[src/resq_pkg.sv]
// Package for the regulator enable sequencer: register map, field positions,
// reset values and timing counts.
// Assumes a 100 MHz core clock.
package resq_pkg;
    // Register offsets (byte register address on the serial register port)
    localparam logic [7:0] RESQ_OFS_LIN0_CTRL = 8'h08;
    localparam logic [7:0] RESQ_OFS_LIN1_CTRL = 8'h09;
    localparam logic [7:0] RESQ_OFS_LIN0_LVL = 8'h0A;
    localparam logic [7:0] RESQ_OFS_LIN1_LVL = 8'h0B;
    localparam logic [7:0] RESQ_OFS_CONV0_DLY = 8'h0C;
    localparam logic [7:0] RESQ_OFS_CONV1_DLY = 8'h0D;
    localparam logic [7:0] RESQ_OFS_LIN0_DLY = 8'h0E;
    localparam logic [7:0] RESQ_OFS_DLY_CFG = 8'h13;
    // Control field positions
    localparam int RESQ_BIT_ON = 0;
    localparam int RESQ_BIT_GATE = 1;
    localparam int RESQ_BIT_DIS = 2;
    // Doubling bits in the delay configuration register
    localparam int RESQ_BIT_OFF_X2 = 1;
    localparam int RESQ_BIT_ON_X2 = 0;
    // Reset values
    localparam logic [7:0] RESQ_RST_CTRL = 8'h04;
    localparam logic [7:0] RESQ_RST_ZERO = 8'h00;
    // Writable masks: reserved bits of level register stay zero
    localparam logic [7:0] RESQ_MASK_LVL = 8'h1F;
    localparam logic [7:0] RESQ_MASK_CTRL = 8'h07;
    localparam logic [7:0] RESQ_MASK_CFG = 8'h03;
    // Time base: one delay step is 0.5 ms
    localparam int RESQ_CLK_MHZ = 100;
    localparam int RESQ_STEP_US = 500;
    localparam int RESQ_STEP_CYC = RESQ_STEP_US * RESQ_CLK_MHZ;
    // Channel count: conv0, conv1, lin0
    localparam int RESQ_NCH = 3;
endpackage

[src/resq_bus_if.sv]
// Interface carrying one delay channel's settings and results.
// Assumes the sequencer top drives settings and reads results.
`timescale 1ns/10ps
`default_nettype none
interface resq_bus_if;
    logic [3:0] on_wait;
    logic [3:0] off_wait;
    logic on_x2;
    logic off_x2;
    logic delayed_en;
    logic busy;
    modport top (output on_wait, output off_wait, output on_x2,
                 output off_x2, input delayed_en, input busy);
    modport chan (input on_wait, input off_wait, input on_x2,
                  input off_x2, output delayed_en, output busy);
endinterface
`default_nettype wire

[src/resq_delay_chan.sv]
// One edge-delay channel: follows the synchronised enable pin after a
// programmed number of time-base ticks.
// Assumes en_pin is already synchronised and tick is a one-cycle pulse.
`timescale 1ns/10ps
`default_nettype none
module resq_delay_chan
    import resq_pkg::*;
(
    // Clock and reset
    input wire logic clk,
    input wire logic rst_n,
    // Timing inputs
    input wire logic en_pin,
    input wire logic tick,
    // Settings and result
    resq_bus_if.chan cfg
);
    logic target_r;
    logic out_r;
    logic [4:0] cnt_r;

    // --------------------------------------------------------------
    // Edge tracking and countdown
    // --------------------------------------------------------------
    // A new edge restarts timing even mid-count, so a glitchy pin never
    // leaves a half-served stale delay behind
    always_ff @(posedge clk) begin
        if (!rst_n) begin
            target_r <= 1'b0;
            cnt_r <= 5'h00;
            out_r <= 1'b0;
        end else if (en_pin != target_r) begin
            target_r <= en_pin; // RL13
            if (en_pin) begin
                cnt_r <= cfg.on_x2 ? {cfg.on_wait, 1'b0} // RL9
                                   : {1'b0, cfg.on_wait}; // RL8
            end else begin
                cnt_r <= cfg.off_x2 ? {cfg.off_wait, 1'b0} // RL7
                                    : {1'b0, cfg.off_wait}; // RL6
            end
        end else if (cnt_r == 5'h00) begin
            out_r <= target_r;
        end else if (tick) begin
            cnt_r <= cnt_r - 5'h01; // RL12
        end
    end

    assign cfg.delayed_en = out_r;
    assign cfg.busy = (out_r != target_r);
endmodule
`default_nettype wire

[src/resq_top.sv]
// Regulator enable sequencer: control and level registers for two linear regulators,
// delay registers for two step-down converters and linear regulator 0, plus enable-pin timing.
// Assumes a byte register port decoded by a serial front end on REF_CLK.
// Assumes EN_PIN may move at any time relative to REF_CLK.
// Assumes software keeps level codes below 1A; they are not clamped.
// Assumes only this block drives the regulator enable inputs.
// Contract
// RL1: Discharge applied when disabled and bit set
// RL2: Gating bit selects bit-only or bit-and-pin
// RL3: Enable bit zero off, one on
// RL4: Code 0 is 0.8 V, 100 mV steps
// RL5: Software avoids level codes 1A to 1F
// RL6: Converter 0 off wait, upper nibble
// RL7: Off doubling makes each step 1 ms
// RL8: Converter 0 on wait, lower nibble
// RL9: On doubling makes each step 1 ms
// RL10: Converter 1 has own waits, same coding
// RL11: Linear regulator 0 has own wait register
// RL12: Gated enable is bit AND delayed pin; linear regulator 1 uses the synchronised pin undelayed
// RL13: Pin change mid-count restarts timing
`timescale 1ns/10ps
`default_nettype none
module resq_top
    import resq_pkg::*;
#(
    parameter int STEP_CYC = RESQ_STEP_CYC
) (
    // Clock and reset
    input wire logic REF_CLK,
    input wire logic RST_N,
    // Register port
    input wire logic REG_WR,
    input wire logic [7:0] REG_ADDR,
    input wire logic [7:0] REG_WDATA,
    output logic [7:0] REG_RDATA,
    // Enable pin
    input wire logic EN_PIN,
    // Regulator controls
    output logic LIN0_ENABLE,
    output logic LIN1_ENABLE,
    output logic CONV0_START,
    output logic CONV1_START,
    output logic LIN0_DISCHARGE,
    output logic LIN1_DISCHARGE,
    output logic [4:0] LIN0_LEVEL_CODE,
    output logic [4:0] LIN1_LEVEL_CODE,
    output logic SEQ_BUSY
);
    // --------------------------------------------------------------
    // Storage and internal nets
    // --------------------------------------------------------------
    // Register file, one byte per mapped offset
    logic [7:0] lin0_control_r;
    logic [7:0] linear_regulator_1_control_r;
    logic [7:0] linear_regulator_0_level_r;
    logic [7:0] linear_regulator_1_level_r;
    logic [7:0] step_down_converter_0_sequence_delays_r;
    logic [7:0] step_down_converter_1_sequence_delays_r;
    logic [7:0] linear_regulator_0_sequence_delays_r;
    logic [7:0] dly_cfg_r;

    // Pin synchroniser and time base
    logic pin_meta_r;
    logic pin_sync_r;
    logic [31:0] tick_cnt_r;
    logic tick;

    // Delay channel settings and results
    logic [RESQ_NCH-1:0] dly_en;
    logic [RESQ_NCH-1:0] dly_busy;
    logic [7:0] dly_regs [RESQ_NCH];

    // Read path and effective enables
    logic [7:0] rdata_nxt;
    logic lin0_on;
    logic lin1_on;

    // --------------------------------------------------------------
    // Register writes
    // --------------------------------------------------------------
    // Reserved bits are masked so they always read back as zero
    // Delay bytes take all eight bits; both nibbles are live
    always_ff @(posedge REF_CLK) begin
        if (!RST_N) begin
            lin0_control_r <= RESQ_RST_CTRL;
            linear_regulator_1_control_r <= RESQ_RST_CTRL;
            linear_regulator_0_level_r <= RESQ_RST_ZERO;
            linear_regulator_1_level_r <= RESQ_RST_ZERO;
            step_down_converter_0_sequence_delays_r <= RESQ_RST_ZERO;
            step_down_converter_1_sequence_delays_r <= RESQ_RST_ZERO;
            linear_regulator_0_sequence_delays_r <= RESQ_RST_ZERO;
            dly_cfg_r <= RESQ_RST_ZERO;
        end else if (REG_WR) begin
            case (REG_ADDR)
                RESQ_OFS_LIN0_CTRL:
                    lin0_control_r <= REG_WDATA & RESQ_MASK_CTRL;
                RESQ_OFS_LIN1_CTRL:
                    linear_regulator_1_control_r <= REG_WDATA & RESQ_MASK_CTRL;
                RESQ_OFS_LIN0_LVL: linear_regulator_0_level_r <= REG_WDATA & RESQ_MASK_LVL;
                RESQ_OFS_LIN1_LVL: linear_regulator_1_level_r <= REG_WDATA & RESQ_MASK_LVL;
                RESQ_OFS_CONV0_DLY: step_down_converter_0_sequence_delays_r <= REG_WDATA;
                RESQ_OFS_CONV1_DLY: step_down_converter_1_sequence_delays_r <= REG_WDATA;
                RESQ_OFS_LIN0_DLY: linear_regulator_0_sequence_delays_r <= REG_WDATA;
                RESQ_OFS_DLY_CFG: dly_cfg_r <= REG_WDATA & RESQ_MASK_CFG;
                default: ;
            endcase
        end
    end

    // --------------------------------------------------------------
    // Register reads
    // --------------------------------------------------------------
    // Unmapped addresses read zero
    // Busy is reported in bit 2 of the delay configuration byte
    always_comb begin
        case (REG_ADDR)
            RESQ_OFS_LIN0_CTRL: rdata_nxt = lin0_control_r;
            RESQ_OFS_LIN1_CTRL: rdata_nxt = linear_regulator_1_control_r;
            RESQ_OFS_LIN0_LVL: rdata_nxt = linear_regulator_0_level_r;
            RESQ_OFS_LIN1_LVL: rdata_nxt = linear_regulator_1_level_r;
            RESQ_OFS_CONV0_DLY: rdata_nxt = step_down_converter_0_sequence_delays_r;
            RESQ_OFS_CONV1_DLY: rdata_nxt = step_down_converter_1_sequence_delays_r;
            RESQ_OFS_LIN0_DLY: rdata_nxt = linear_regulator_0_sequence_delays_r;
            RESQ_OFS_DLY_CFG: rdata_nxt = {5'h00, |dly_busy, dly_cfg_r[1:0]};
            default: rdata_nxt = 8'h00;
        endcase
    end

    // Read data is registered, so it trails the address by one edge
    always_ff @(posedge REF_CLK) begin
        if (!RST_N) begin
            REG_RDATA <= 8'h00;
        end else begin
            REG_RDATA <= rdata_nxt;
        end
    end

    // --------------------------------------------------------------
    // Pin synchroniser and time base
    // --------------------------------------------------------------
    // Enable pin is asynchronous to REF_CLK, so two flops before use
    // Reset clears both flops to the idle pin level, so no false edge
    always_ff @(posedge REF_CLK) begin
        if (!RST_N) begin
            pin_meta_r <= 1'b0;
            pin_sync_r <= 1'b0;
        end else begin
            pin_meta_r <= EN_PIN;
            pin_sync_r <= pin_meta_r;
        end
    end

    // Period is a parameter so simulation can use a short step
    // Free-running 0.5 ms tick; first step may be short by up to one tick
    always_ff @(posedge REF_CLK) begin
        if (!RST_N) begin
            tick_cnt_r <= 32'h0000_0000;
        end else if (tick) begin
            tick_cnt_r <= 32'h0000_0000;
        end else begin
            tick_cnt_r <= tick_cnt_r + 32'h0000_0001;
        end
    end
    // Tick lasts one cycle; the counter clears on it
    assign tick = (tick_cnt_r == 32'(STEP_CYC - 1)); // RL12

    // --------------------------------------------------------------
    // Delay channels: 0 conv0, 1 conv1, 2 lin0
    // --------------------------------------------------------------
    // Channel order fixes which register feeds which output
    // Channel 2 drives only the gated path of linear regulator 0
    assign dly_regs[0] = step_down_converter_0_sequence_delays_r;
    assign dly_regs[1] = step_down_converter_1_sequence_delays_r; // RL10
    assign dly_regs[2] = linear_regulator_0_sequence_delays_r; // RL11

    // All channels share the tick and the synchronised pin, so they
    // see each pin edge on the same cycle
    generate
        for (genvar i = 0; i < RESQ_NCH; i++) begin : g_ch
            resq_bus_if ch_if ();
            assign ch_if.off_wait = dly_regs[i][7:4];
            assign ch_if.on_wait = dly_regs[i][3:0];
            assign ch_if.off_x2 = dly_cfg_r[RESQ_BIT_OFF_X2];
            assign ch_if.on_x2 = dly_cfg_r[RESQ_BIT_ON_X2];
            assign dly_en[i] = ch_if.delayed_en;
            assign dly_busy[i] = ch_if.busy;
            resq_delay_chan u_chan (
                .clk(REF_CLK),
                .rst_n(RST_N),
                .en_pin(pin_sync_r),
                .tick(tick),
                .cfg(ch_if)
            );
        end
    endgenerate

    // --------------------------------------------------------------
    // Regulator enables and discharge
    // --------------------------------------------------------------
    // Linear regulator 1 has no delay register here, so it follows the
    // synchronised pin directly
    assign lin0_on = lin0_control_r[RESQ_BIT_ON] & // RL3
        (!lin0_control_r[RESQ_BIT_GATE] | dly_en[2]); // RL2
    assign lin1_on = linear_regulator_1_control_r[RESQ_BIT_ON] & // RL3
        (!linear_regulator_1_control_r[RESQ_BIT_GATE] | pin_sync_r); // RL2
    // Enables are combinational from flops: a write shows next cycle
    assign LIN0_ENABLE = lin0_on;
    assign LIN1_ENABLE = lin1_on;
    // Converter starts come straight from the channel output flops
    assign CONV0_START = dly_en[0]; // RL6
    assign CONV1_START = dly_en[1]; // RL10
    // Discharge only while off, so it never loads a live output
    assign LIN0_DISCHARGE = !lin0_on & lin0_control_r[RESQ_BIT_DIS]; // RL1
    assign LIN1_DISCHARGE = !lin1_on & linear_regulator_1_control_r[RESQ_BIT_DIS]; // RL1

    // --------------------------------------------------------------
    // Level codes and status
    // --------------------------------------------------------------
    // Code maps to 0.8 V + 100 mV per step; 1A..1F are passed unchecked
    assign LIN0_LEVEL_CODE = linear_regulator_0_level_r[4:0]; // RL4
    assign LIN1_LEVEL_CODE = linear_regulator_1_level_r[4:0]; // RL4
    // Busy covers every channel still counting toward its target
    assign SEQ_BUSY = |dly_busy;
endmodule
`default_nettype wire

[config.mk]
export PLATFORM = sky130hd
export DESIGN_NAME = resq_top
export DESIGN_NICKNAME = d
export VERILOG_FILES = /design/src/resq_pkg.sv /design/src/resq_bus_if.sv /design/src/resq_delay_chan.sv /design/src/resq_top.sv
export SDC_FILE = /design/constraint.sdc
export NUM_CORES = 1
export LEC_CHECK = 0
export ABC_AREA = 1
export BUFFER_PORTS_ARGS = -buffer_cell sky130_fd_sc_hd__buf_2
export CAP_MARGIN = 20
export CORE_MARGIN = 5
export CORE_UTILIZATION = 50
export DETAILED_ROUTE_END_ITERATION = 10
export PLACE_DENSITY = 0.75
export SKIP_LAST_GASP = 1
export SLEW_MARGIN = 0
export SYNTH_ARGS = -nofsm -noshare
export SYNTH_HDL_FRONTEND = slang
export SYNTH_SLANG_ARGS = --single-unit
[constraint.sdc]
create_clock -name REF_CLK -period 2.08 [get_ports REF_CLK]
set_input_delay 0.208 -clock REF_CLK [delete_from_list [all_inputs] [get_ports REF_CLK]]
set_output_delay 0.208 -clock REF_CLK [all_outputs]
set_load 0.02 [all_outputs]
==> results_dict.tcl, run 1 <==
set metrics [dict create \
    starting_density_of_the_core 0.507 \
    dpl_worst_slack_ns 0.323 \
    cts.repair_timing.setup_buffer_count 0 \
    final-setup-viol-count 0 \
    dieArea_um2 13700 \
    vias 5413 \
    grt_max_degree 22 \
    finalNonFillerCells 1023 \
    synth_area_um2 5740 \
    viasPerCell 5.29 \
    gp_congestion 0.960 \
    worst_hold_slack_ns 0.0397 \
    synth_area_per_cell_um2 6.89 \
    post_cts_resize_count 0 \
    num_antenna_cells 0 \
    max_slew_margin 0.711 \
    placedCellCount 1008 \
    path_delay_family "flip-flops" \
    holdBufCountCts 0 \
    p_per_area_nw_per_um2 670 \
    fin_ws_ns 0.241 \
    ctsRootBufferMaster "sky130_fd_sc_hd__clkbuf_16" \
    fp.coreArea_um2 11300 \
    tritoncts_clock_tree "built" \
    req_time_crit_path_ns 1.87 \
    number_of_port_buffers 44 \
    finalClockSkew_ns 0.0102 \
    synth.net_count 857 \
    final_layout_size_suffix_gt1_frac 0.144 \
    setup.worst_path.end_class "output pin" \
    dp_hpwl_mm 10.8 \
    yosys_warnings 0 \
    netlist-cell-type-count 46 \
    pwr-share-seq 0.482 \
    globalRoute.totalOverflow 0 \
    cts.clk_slew.worst_paths_ns 0.06 \
    drt_iter0_markers 523 \
    global_route.usage.total 0.218 \
    io_pins 45 \
    period_share 0.884 \
    comb_power_frac 0.091 \
    critPathMaxFanout 9 \
    net-switching-power_uw 1020 \
    vias_in_the_first_global_route 4998 \
    worst-setup-path-type "reg2out" \
    max_frequency_ghz 0.544 \
    yosysSeqAreaShare 0.366 \
    cpMaxStageDelayCell "sky130_fd_sc_hd__dfxtp_1" \
    swShare 0.239 \
    dieWidth_um 117 \
    worst-path-buf-inv 2 \
    post-route-min-period_ns 1.84 \
    max_cap_violations 0 \
    cp-start-kind "register" \
    grt_antenna_before_repair 0 \
    die_height_um 117 \
    actual_slew_at_the_worst_max_slew_pin_ns 0.429 \
    timing_hold_violations_final 0 \
    insertion_delay_ns 0.36 \
    ys_seq_elements 105 \
    p_clk_frac 0.427 \
    drt_drc_violations_left 0 \
    critPathArrivalTime_ns 1.63 \
    routedWlPerCell_um 13.7 \
    internal_power_uw 3270 \
    htree_num_levels 3 \
    min_path_type "in2reg" \
    layout.nets 900 \
    drtAntennaViolNets 0 \
    first_pass_iters 5 \
    ctsLongestPathBuffers 2 \
    syn2layout_area_growth_pct 11.7 \
    power.leakage_uw 0.00256 \
    fin_setup_tns_ns 0 \
    route.final.wire_length_mm 14.0 \
    critical_path.cell_chain "inv_2 -> a21boi_0 -> buf_2" \
    cts_buffer_count 9 \
    tritoncts_num_sinks 105 \
    placementRows 39 \
    grt_setup_unrepaired "false" \
    slowest_delay_ns 0.48 \
    status "completed" \
    finalMaxSlewViolations 0 \
    max-vdd-ir-drop_v 0.000735 \
    synthesis.instances 833 \
    grt_first_pass_wirelength_mm 23.5 \
    fill_cells 1131 \
]
==> worst reg2reg max path: stages (launching register included) <==
cell                      delay [ns]
sky130_fd_sc_hd__dfxtp_1        0.37
sky130_fd_sc_hd__ha_1           0.20
sky130_fd_sc_hd__nand2_2        0.10
sky130_fd_sc_hd__nor2_8         0.13
sky130_fd_sc_hd__nand3_4        0.10
sky130_fd_sc_hd__nor2_8         0.21
sky130_fd_sc_hd__a21oi_4        0.08
sky130_fd_sc_hd__inv_2          0.18
sky130_fd_sc_hd__buf_12         0.19
sky130_fd_sc_hd__a21oi_1        0.06
==> layer usage <==
metal	vias up	global-route usage	wire length, um
met5	-	0	0
met4	0	0.0772	359
met3	32	0.0591	804
met2	159	0.355	6530
met1	2444	0.277	6280
li1	2778	-	-
==> synthesized netlist by cell type, drive strengths merged <==
cell type | number | area share
o22ai | 3 | 0.0033
o21ai | 55 | 0.048
or2 | 5 | 0.0055
o2bb2ai | 1 | 0.0015
nor3b | 3 | 0.0057
nor3 | 10 | 0.011
a21oi | 77 | 0.070
nor2 | 133 | 0.11
buf | 11 | 0.015
o31ai | 1 | 0.0013
nand3b | 1 | 0.0013
dfxtp | 105 | 0.37
a22oi | 2 | 0.0026
xor2 | 16 | 0.024
a31oi | 3 | 0.0033
ha | 4 | 0.0087
o211ai | 7 | 0.0092
inv | 98 | 0.065
nand4 | 9 | 0.011
clkinv | 1 | 0.00065
clkbuf | 10 | 0.0068
a21boi | 2 | 0.0026
nand2 | 200 | 0.14
a211oi | 5 | 0.0083
xnor2 | 7 | 0.011
nand3 | 64 | 0.066
==> path summary, 6_finish.rpt <==
check / from / endpoint / slack (ns) / depth (start not counted)
setup / recovery: pin_sync_r$_SDFF_PN0_ / LIN1_ENABLE / 0.24 / 3
hold / removal: EN_PIN / pin_meta_r$_SDFF_PN0_ / 0.04 / 3
setup reg to reg: tick_cnt_r[0]$_SDFF_PP0_ / tick_cnt_r[11]$_SDFF_PP0_ / 0.34 / 9
hold reg to reg: pin_meta_r$_SDFF_PN0_ / pin_sync_r$_SDFF_PN0_ / 0.41 / 2
==> metrics by stage <==
step	area, um2	power, uW	utilization
global route	6410	4480	0.566
floorplan	5740	2400	-
global placement	6090	2500	0.538
CTS	6410	4340	0.566
detailed placement	6090	2500	0.538
finish	6410	4290	0.566
==> placed cells by master, fill, tap and decap left out, types with 7 or more instances in the layout <==
cell type	count
sky130_fd_sc_hd__nand2_1	186
sky130_fd_sc_hd__nor2_1	119
sky130_fd_sc_hd__dfxtp_1	105
sky130_fd_sc_hd__inv_1	86
sky130_fd_sc_hd__a21oi_1	75
sky130_fd_sc_hd__nand3_1	58
sky130_fd_sc_hd__o21ai_0	50
sky130_fd_sc_hd__buf_2	44
sky130_fd_sc_hd__xor2_1	16
sky130_fd_sc_hd__inv_2	10
sky130_fd_sc_hd__clkbuf_16	9
sky130_fd_sc_hd__nand2_2	8
sky130_fd_sc_hd__nand4_1	8
sky130_fd_sc_hd__buf_4	8
sky130_fd_sc_hd__xnor2_1	7
sky130_fd_sc_hd__nor2_4	7
sky130_fd_sc_hd__o211ai_1	7
sky130_fd_sc_hd__nor3_1	7
==> final cells by class <==
| type | instances | area [um2] | area share |
|---|---|---|---|
| repair buffers | 53 | 300 | 0.0469 |
| well taps | 143 | 179 | 0.0279 |
| multi-input cells | 608 | 3130 | 0.488 |
| clock inverters | 4 | 77.6 | 0.0121 |
| inverters | 99 | 377 | 0.0588 |
| clock buffers | 11 | 243 | 0.0379 |
| flip-flops and latches | 105 | 2100 | 0.328 |
==> registers in the layout (all words and copies together), names as in the netlist, 5 cells and up <==
name                                     flops
step_down_converter_0_sequence_delays_r      8
REG_RDATA                                    8
g_ch.u_chan.cnt_r                           15
tick_cnt_r                                  32
linear_regulator_1_level_r                   5
linear_regulator_0_level_r                   5
linear_regulator_0_sequence_delays_r         8
step_down_converter_1_sequence_delays_r      8
==> power groups by stage <==
stage / Clock (uW) / Combinational [uW] / Sequential [uW]
6_report: 1830 / 392 / 2070
5_1_grt: 1970 / 447 / 2070
4_1_cts: 1880 / 392 / 2070
3_5_place_dp: 0 / 390 / 2110
3_3_place_gp: 0 / 387 / 2110
2_1_floorplan: 0 / 289 / 2110
==> cell families after synthesis <==
logic type | synth area share
and+or+nand+nor | 0.352
AOI/OAI and AO/OA | 0.150
buffers and inverters | 0.0877
DFF | 0.366
xor gates and xnor gates | 0.0351
adders and majority gates | 0.00873
(Power assumes the default switching activity.)
==> run 2, diff against run 1 <==
Settings changed: CORE_ASPECT_RATIO set to 0.5, CORE_UTILIZATION 50 to 26, PLACE_DENSITY 0.75 to 0.48, SYNTH_HIERARCHICAL set to 1.
==> run 2 against run 1 <==
Effect of this change: count of clock-buffer cells in the layout down 2; global-route usage down 8.4 points; synthesized cell count increased by 15%; utilization fell by 26 points; setup slack better by 0.028 ns; synthesized area is 5.4% higher; via count rose by 8.6%; cell area rose by 8.0%; sequential share of layout area shrank 2.4 points; maximum frequency up 1.6%; register-to-register slack lost 0.07 ns; power shrank 2.7%.
==> results_dict.tcl, run 2 <==
set metrics [dict create \
    worst_hold_slack_ns 0.0500 \
    max_frequency_ghz 0.552 \
    drtAntennaViolNets 0 \
    drt_iter0_markers 402 \
    most_common_cell_after_layout_fill_and_taps_aside "sky130_fd_sc_hd__nand2_1" \
    global_route.usage.total 0.133 \
    drt_drc_violations_left 0 \
    starting_density_of_the_core 0.265 \
    netlist_top_cells_area "sky130_fd_sc_hd__dfxtp_1, sky130_fd_sc_hd__nand2_1, sky130_fd_sc_hd__nand3_1" \
    req_time_crit_path_ns 2.37 \
    p_per_area_nw_per_um2 603 \
    synth.net_count 978 \
    p_clk_frac 0.405 \
    internal_power_uw 3000 \
    num_antenna_cells 0 \
    worst-setup-path-type "reg2reg" \
    postSynth.asyncResetShare 0 \
    comb_power_frac 0.099 \
    finalMaxSlewViolations 0 \
    route.final.wire_length_mm 17.2 \
    grt_first_pass_wirelength_mm 28.9 \
    synthesis.instances 954 \
    largestRegisters "tick_cnt_r x32, g_ch.u_chan/cnt_r x15" \
    min_path_type "in2reg" \
    viasPerCell 4.47 \
    grt_setup_unrepaired "false" \
    actual_slew_at_the_worst_max_slew_pin_ns 0.625 \
    fp.coreArea_um2 22800 \
    vias 5877 \
    cts_buffer_count 9 \
    register_with_the_most_flip_flops "tick_cnt_r" \
    timing_hold_violations_final 0 \
    grt_max_degree 42 \
    net-switching-power_uw 1170 \
    ctsRootBufferMaster "sky130_fd_sc_hd__clkbuf_16" \
    pwr-share-seq 0.496 \
    grt_antenna_before_repair 0 \
    yosysTopAreaCellShare 0.348 \
    largest_reg_flops 32 \
    area.sequential_um2 2100 \
    cp-start-kind "register" \
    number_of_enable_flip_flop_cells_after_synthesis 0 \
    synth_area_per_cell_um2 6.34 \
    holdBufCountCts 0 \
    tritoncts_num_sinks 105 \
    status "completed" \
    swShare 0.280 \
    period_share 0.870 \
    leading_cell_type_by_number_of_instances_after_synthesis "sky130_fd_sc_hd__nand2_1" \
    syn2layout_area_growth_pct 14.5 \
    dieWidth_um 226 \
    critPathMaxFanout 9 \
    number_of_port_buffers 44 \
    synth_area_um2 6050 \
    placementRows 39 \
    critPathArrivalTime_ns 2.11 \
    netlist-cell-type-count 34 \
    dp_hpwl_mm 13.2 \
    max-vdd-ir-drop_v 0.000334 \
    vias_in_the_first_global_route 5632 \
    routedWlPerCell_um 13.1 \
    fin_setup_tns_ns 0 \
    synth.top_cells.by_count "sky130_fd_sc_hd__nand2_1, sky130_fd_sc_hd__nor2_1, sky130_fd_sc_hd__nand3_1, sky130_fd_sc_hd__dfxtp_1, sky130_fd_sc_hd__inv_1" \
    cts.clk_slew.worst_paths_ns 0.07 \
    multi_input_comb_area_um2 3390 \
    layout.nets 1027 \
    setup.worst_path.end_class "register" \
    power.leakage_uw 0.00277 \
    synthFlopType "sky130_fd_sc_hd__dfxtp_1" \
    die_height_um 118 \
    htree_num_levels 3 \
    final_layout_size_suffix_gt1_frac 0.117 \
    ys_seq_elements 105 \
    yosysSeqAreaShare 0.348 \
    ctsLongestPathBuffers 2 \
    max_slew_margin 0.582 \
    gp_congestion 0.866 \
    final-setup-viol-count 0 \
    insertion_delay_ns 0.36 \
    finalClockSkew_ns 0.0100 \
    yosys_warnings 6 \
    globalRoute.totalOverflow 0 \
    dieArea_um2 26600 \
    io_pins 45 \
    post-route-min-period_ns 1.81 \
    tritoncts_clock_tree "built" \
    fill_cells 2539 \
    first_pass_iters 5 \
    synth_area_leader_cell "sky130_fd_sc_hd__dfxtp_1" \
    layout.cells.most_common_list "sky130_fd_sc_hd__nand2_1, sky130_fd_sc_hd__nor2_1, sky130_fd_sc_hd__nand3_1, sky130_fd_sc_hd__dfxtp_1, sky130_fd_sc_hd__inv_1" \
    max_cap_violations 0 \
]
-- run 2: power by group through the flow --
stage | clock (uW) | sequential (uW) | combinational [uW]
3_3_place_gp | 0 | 2120 | 416
4_1_cts | 1760 | 2070 | 417
6_report | 1690 | 2070 | 414
2_1_floorplan | 0 | 2120 | 286
5_1_grt | 1840 | 2080 | 466
3_5_place_dp | 0 | 2120 | 416
-- run 2: area by class of cell --
class | instances | area share
clock inverter | 7 | 0.00832
multi-input combinational | 718 | 0.489
timing repair buffer | 61 | 0.0521
clock buffer | 9 | 0.0325
tap | 307 | 0.0555
sequential | 105 | 0.304
inverter | 108 | 0.0586
-- run 2: what timing repair did --
| item | CTS | global route |
|---|---|---|
| setup buffers | 0 | 0 |
| setup endpoints to repair | 0 | 8 |
| resized for setup | 0 | 1 |
-- run 2: metrics by stage --
step	worst slack, ns	util	total power, uW	std cells	instance area [um2]
3_5_place_dp	0.215	0.291	2530	1299	6640
6_report	0.270	0.303	4170	1315	6920
5_1_grt	0.00907	0.303	4380	1315	6920
2_1_floorplan	0.0155	-	2400	954	6050
4_1_cts	0.192	0.303	4240	1315	6920
3_3_place_gp	0.285	0.291	2530	1299	6640
-- run 2: kinds of logic (layout without fill, tap and decap cells) --
group / Yosys count / in the layout / synth area share
buffers and inverters: 131 / 185 / 0.0925
AOI/OAI and AO/OA: 76 / 76 / 0.0697
DFF: 105 / 105 / 0.348
adders and majority gates: 4 / 4 / 0.00828
xor gates and xnor gates: 21 / 21 / 0.0304
and+or+nand+nor: 617 / 617 / 0.451
-- run 2: critical path: stages (launching register included) --
cell                      delay, ns
sky130_fd_sc_hd__dfxtp_1       0.39
sky130_fd_sc_hd__ha_1          0.27
sky130_fd_sc_hd__nand3_2       0.15
sky130_fd_sc_hd__inv_1         0.10
sky130_fd_sc_hd__nand4_1       0.12
sky130_fd_sc_hd__nor2_2        0.16
sky130_fd_sc_hd__buf_12        0.17
sky130_fd_sc_hd__nor2_4        0.05
sky130_fd_sc_hd__nor2_4        0.14
sky130_fd_sc_hd__o21ai_0       0.09
sky130_fd_sc_hd__nor2_1        0.11
-- run 2: final timing paths --
kind / from / to / slack, ns / cells past startpoint
worst max-delay path: tick_cnt_r[0]$_SDFF_PP0_ / g_ch[2].u_chan/cnt_r[3]$_SDFFE_PN0P_ / 0.27 / 10
worst min-delay path: EN_PIN / pin_meta_r$_SDFF_PN0_ / 0.05 / 3
worst max register to register: tick_cnt_r[0]$_SDFF_PP0_ / g_ch[2].u_chan/cnt_r[3]$_SDFFE_PN0P_ / 0.27 / 10
worst min register to register: pin_meta_r$_SDFF_PN0_ / pin_sync_r$_SDFF_PN0_ / 0.42 / 2
-- run 2: per-layer routing --
layer  GRT usage  up-vias  share of wire
met3      0.0264        9          0.033
met2       0.211       94           0.45
met4      0.0310        0          0.011
li1            -     3118              -
met5           0        -              0
met1       0.187     2656           0.51
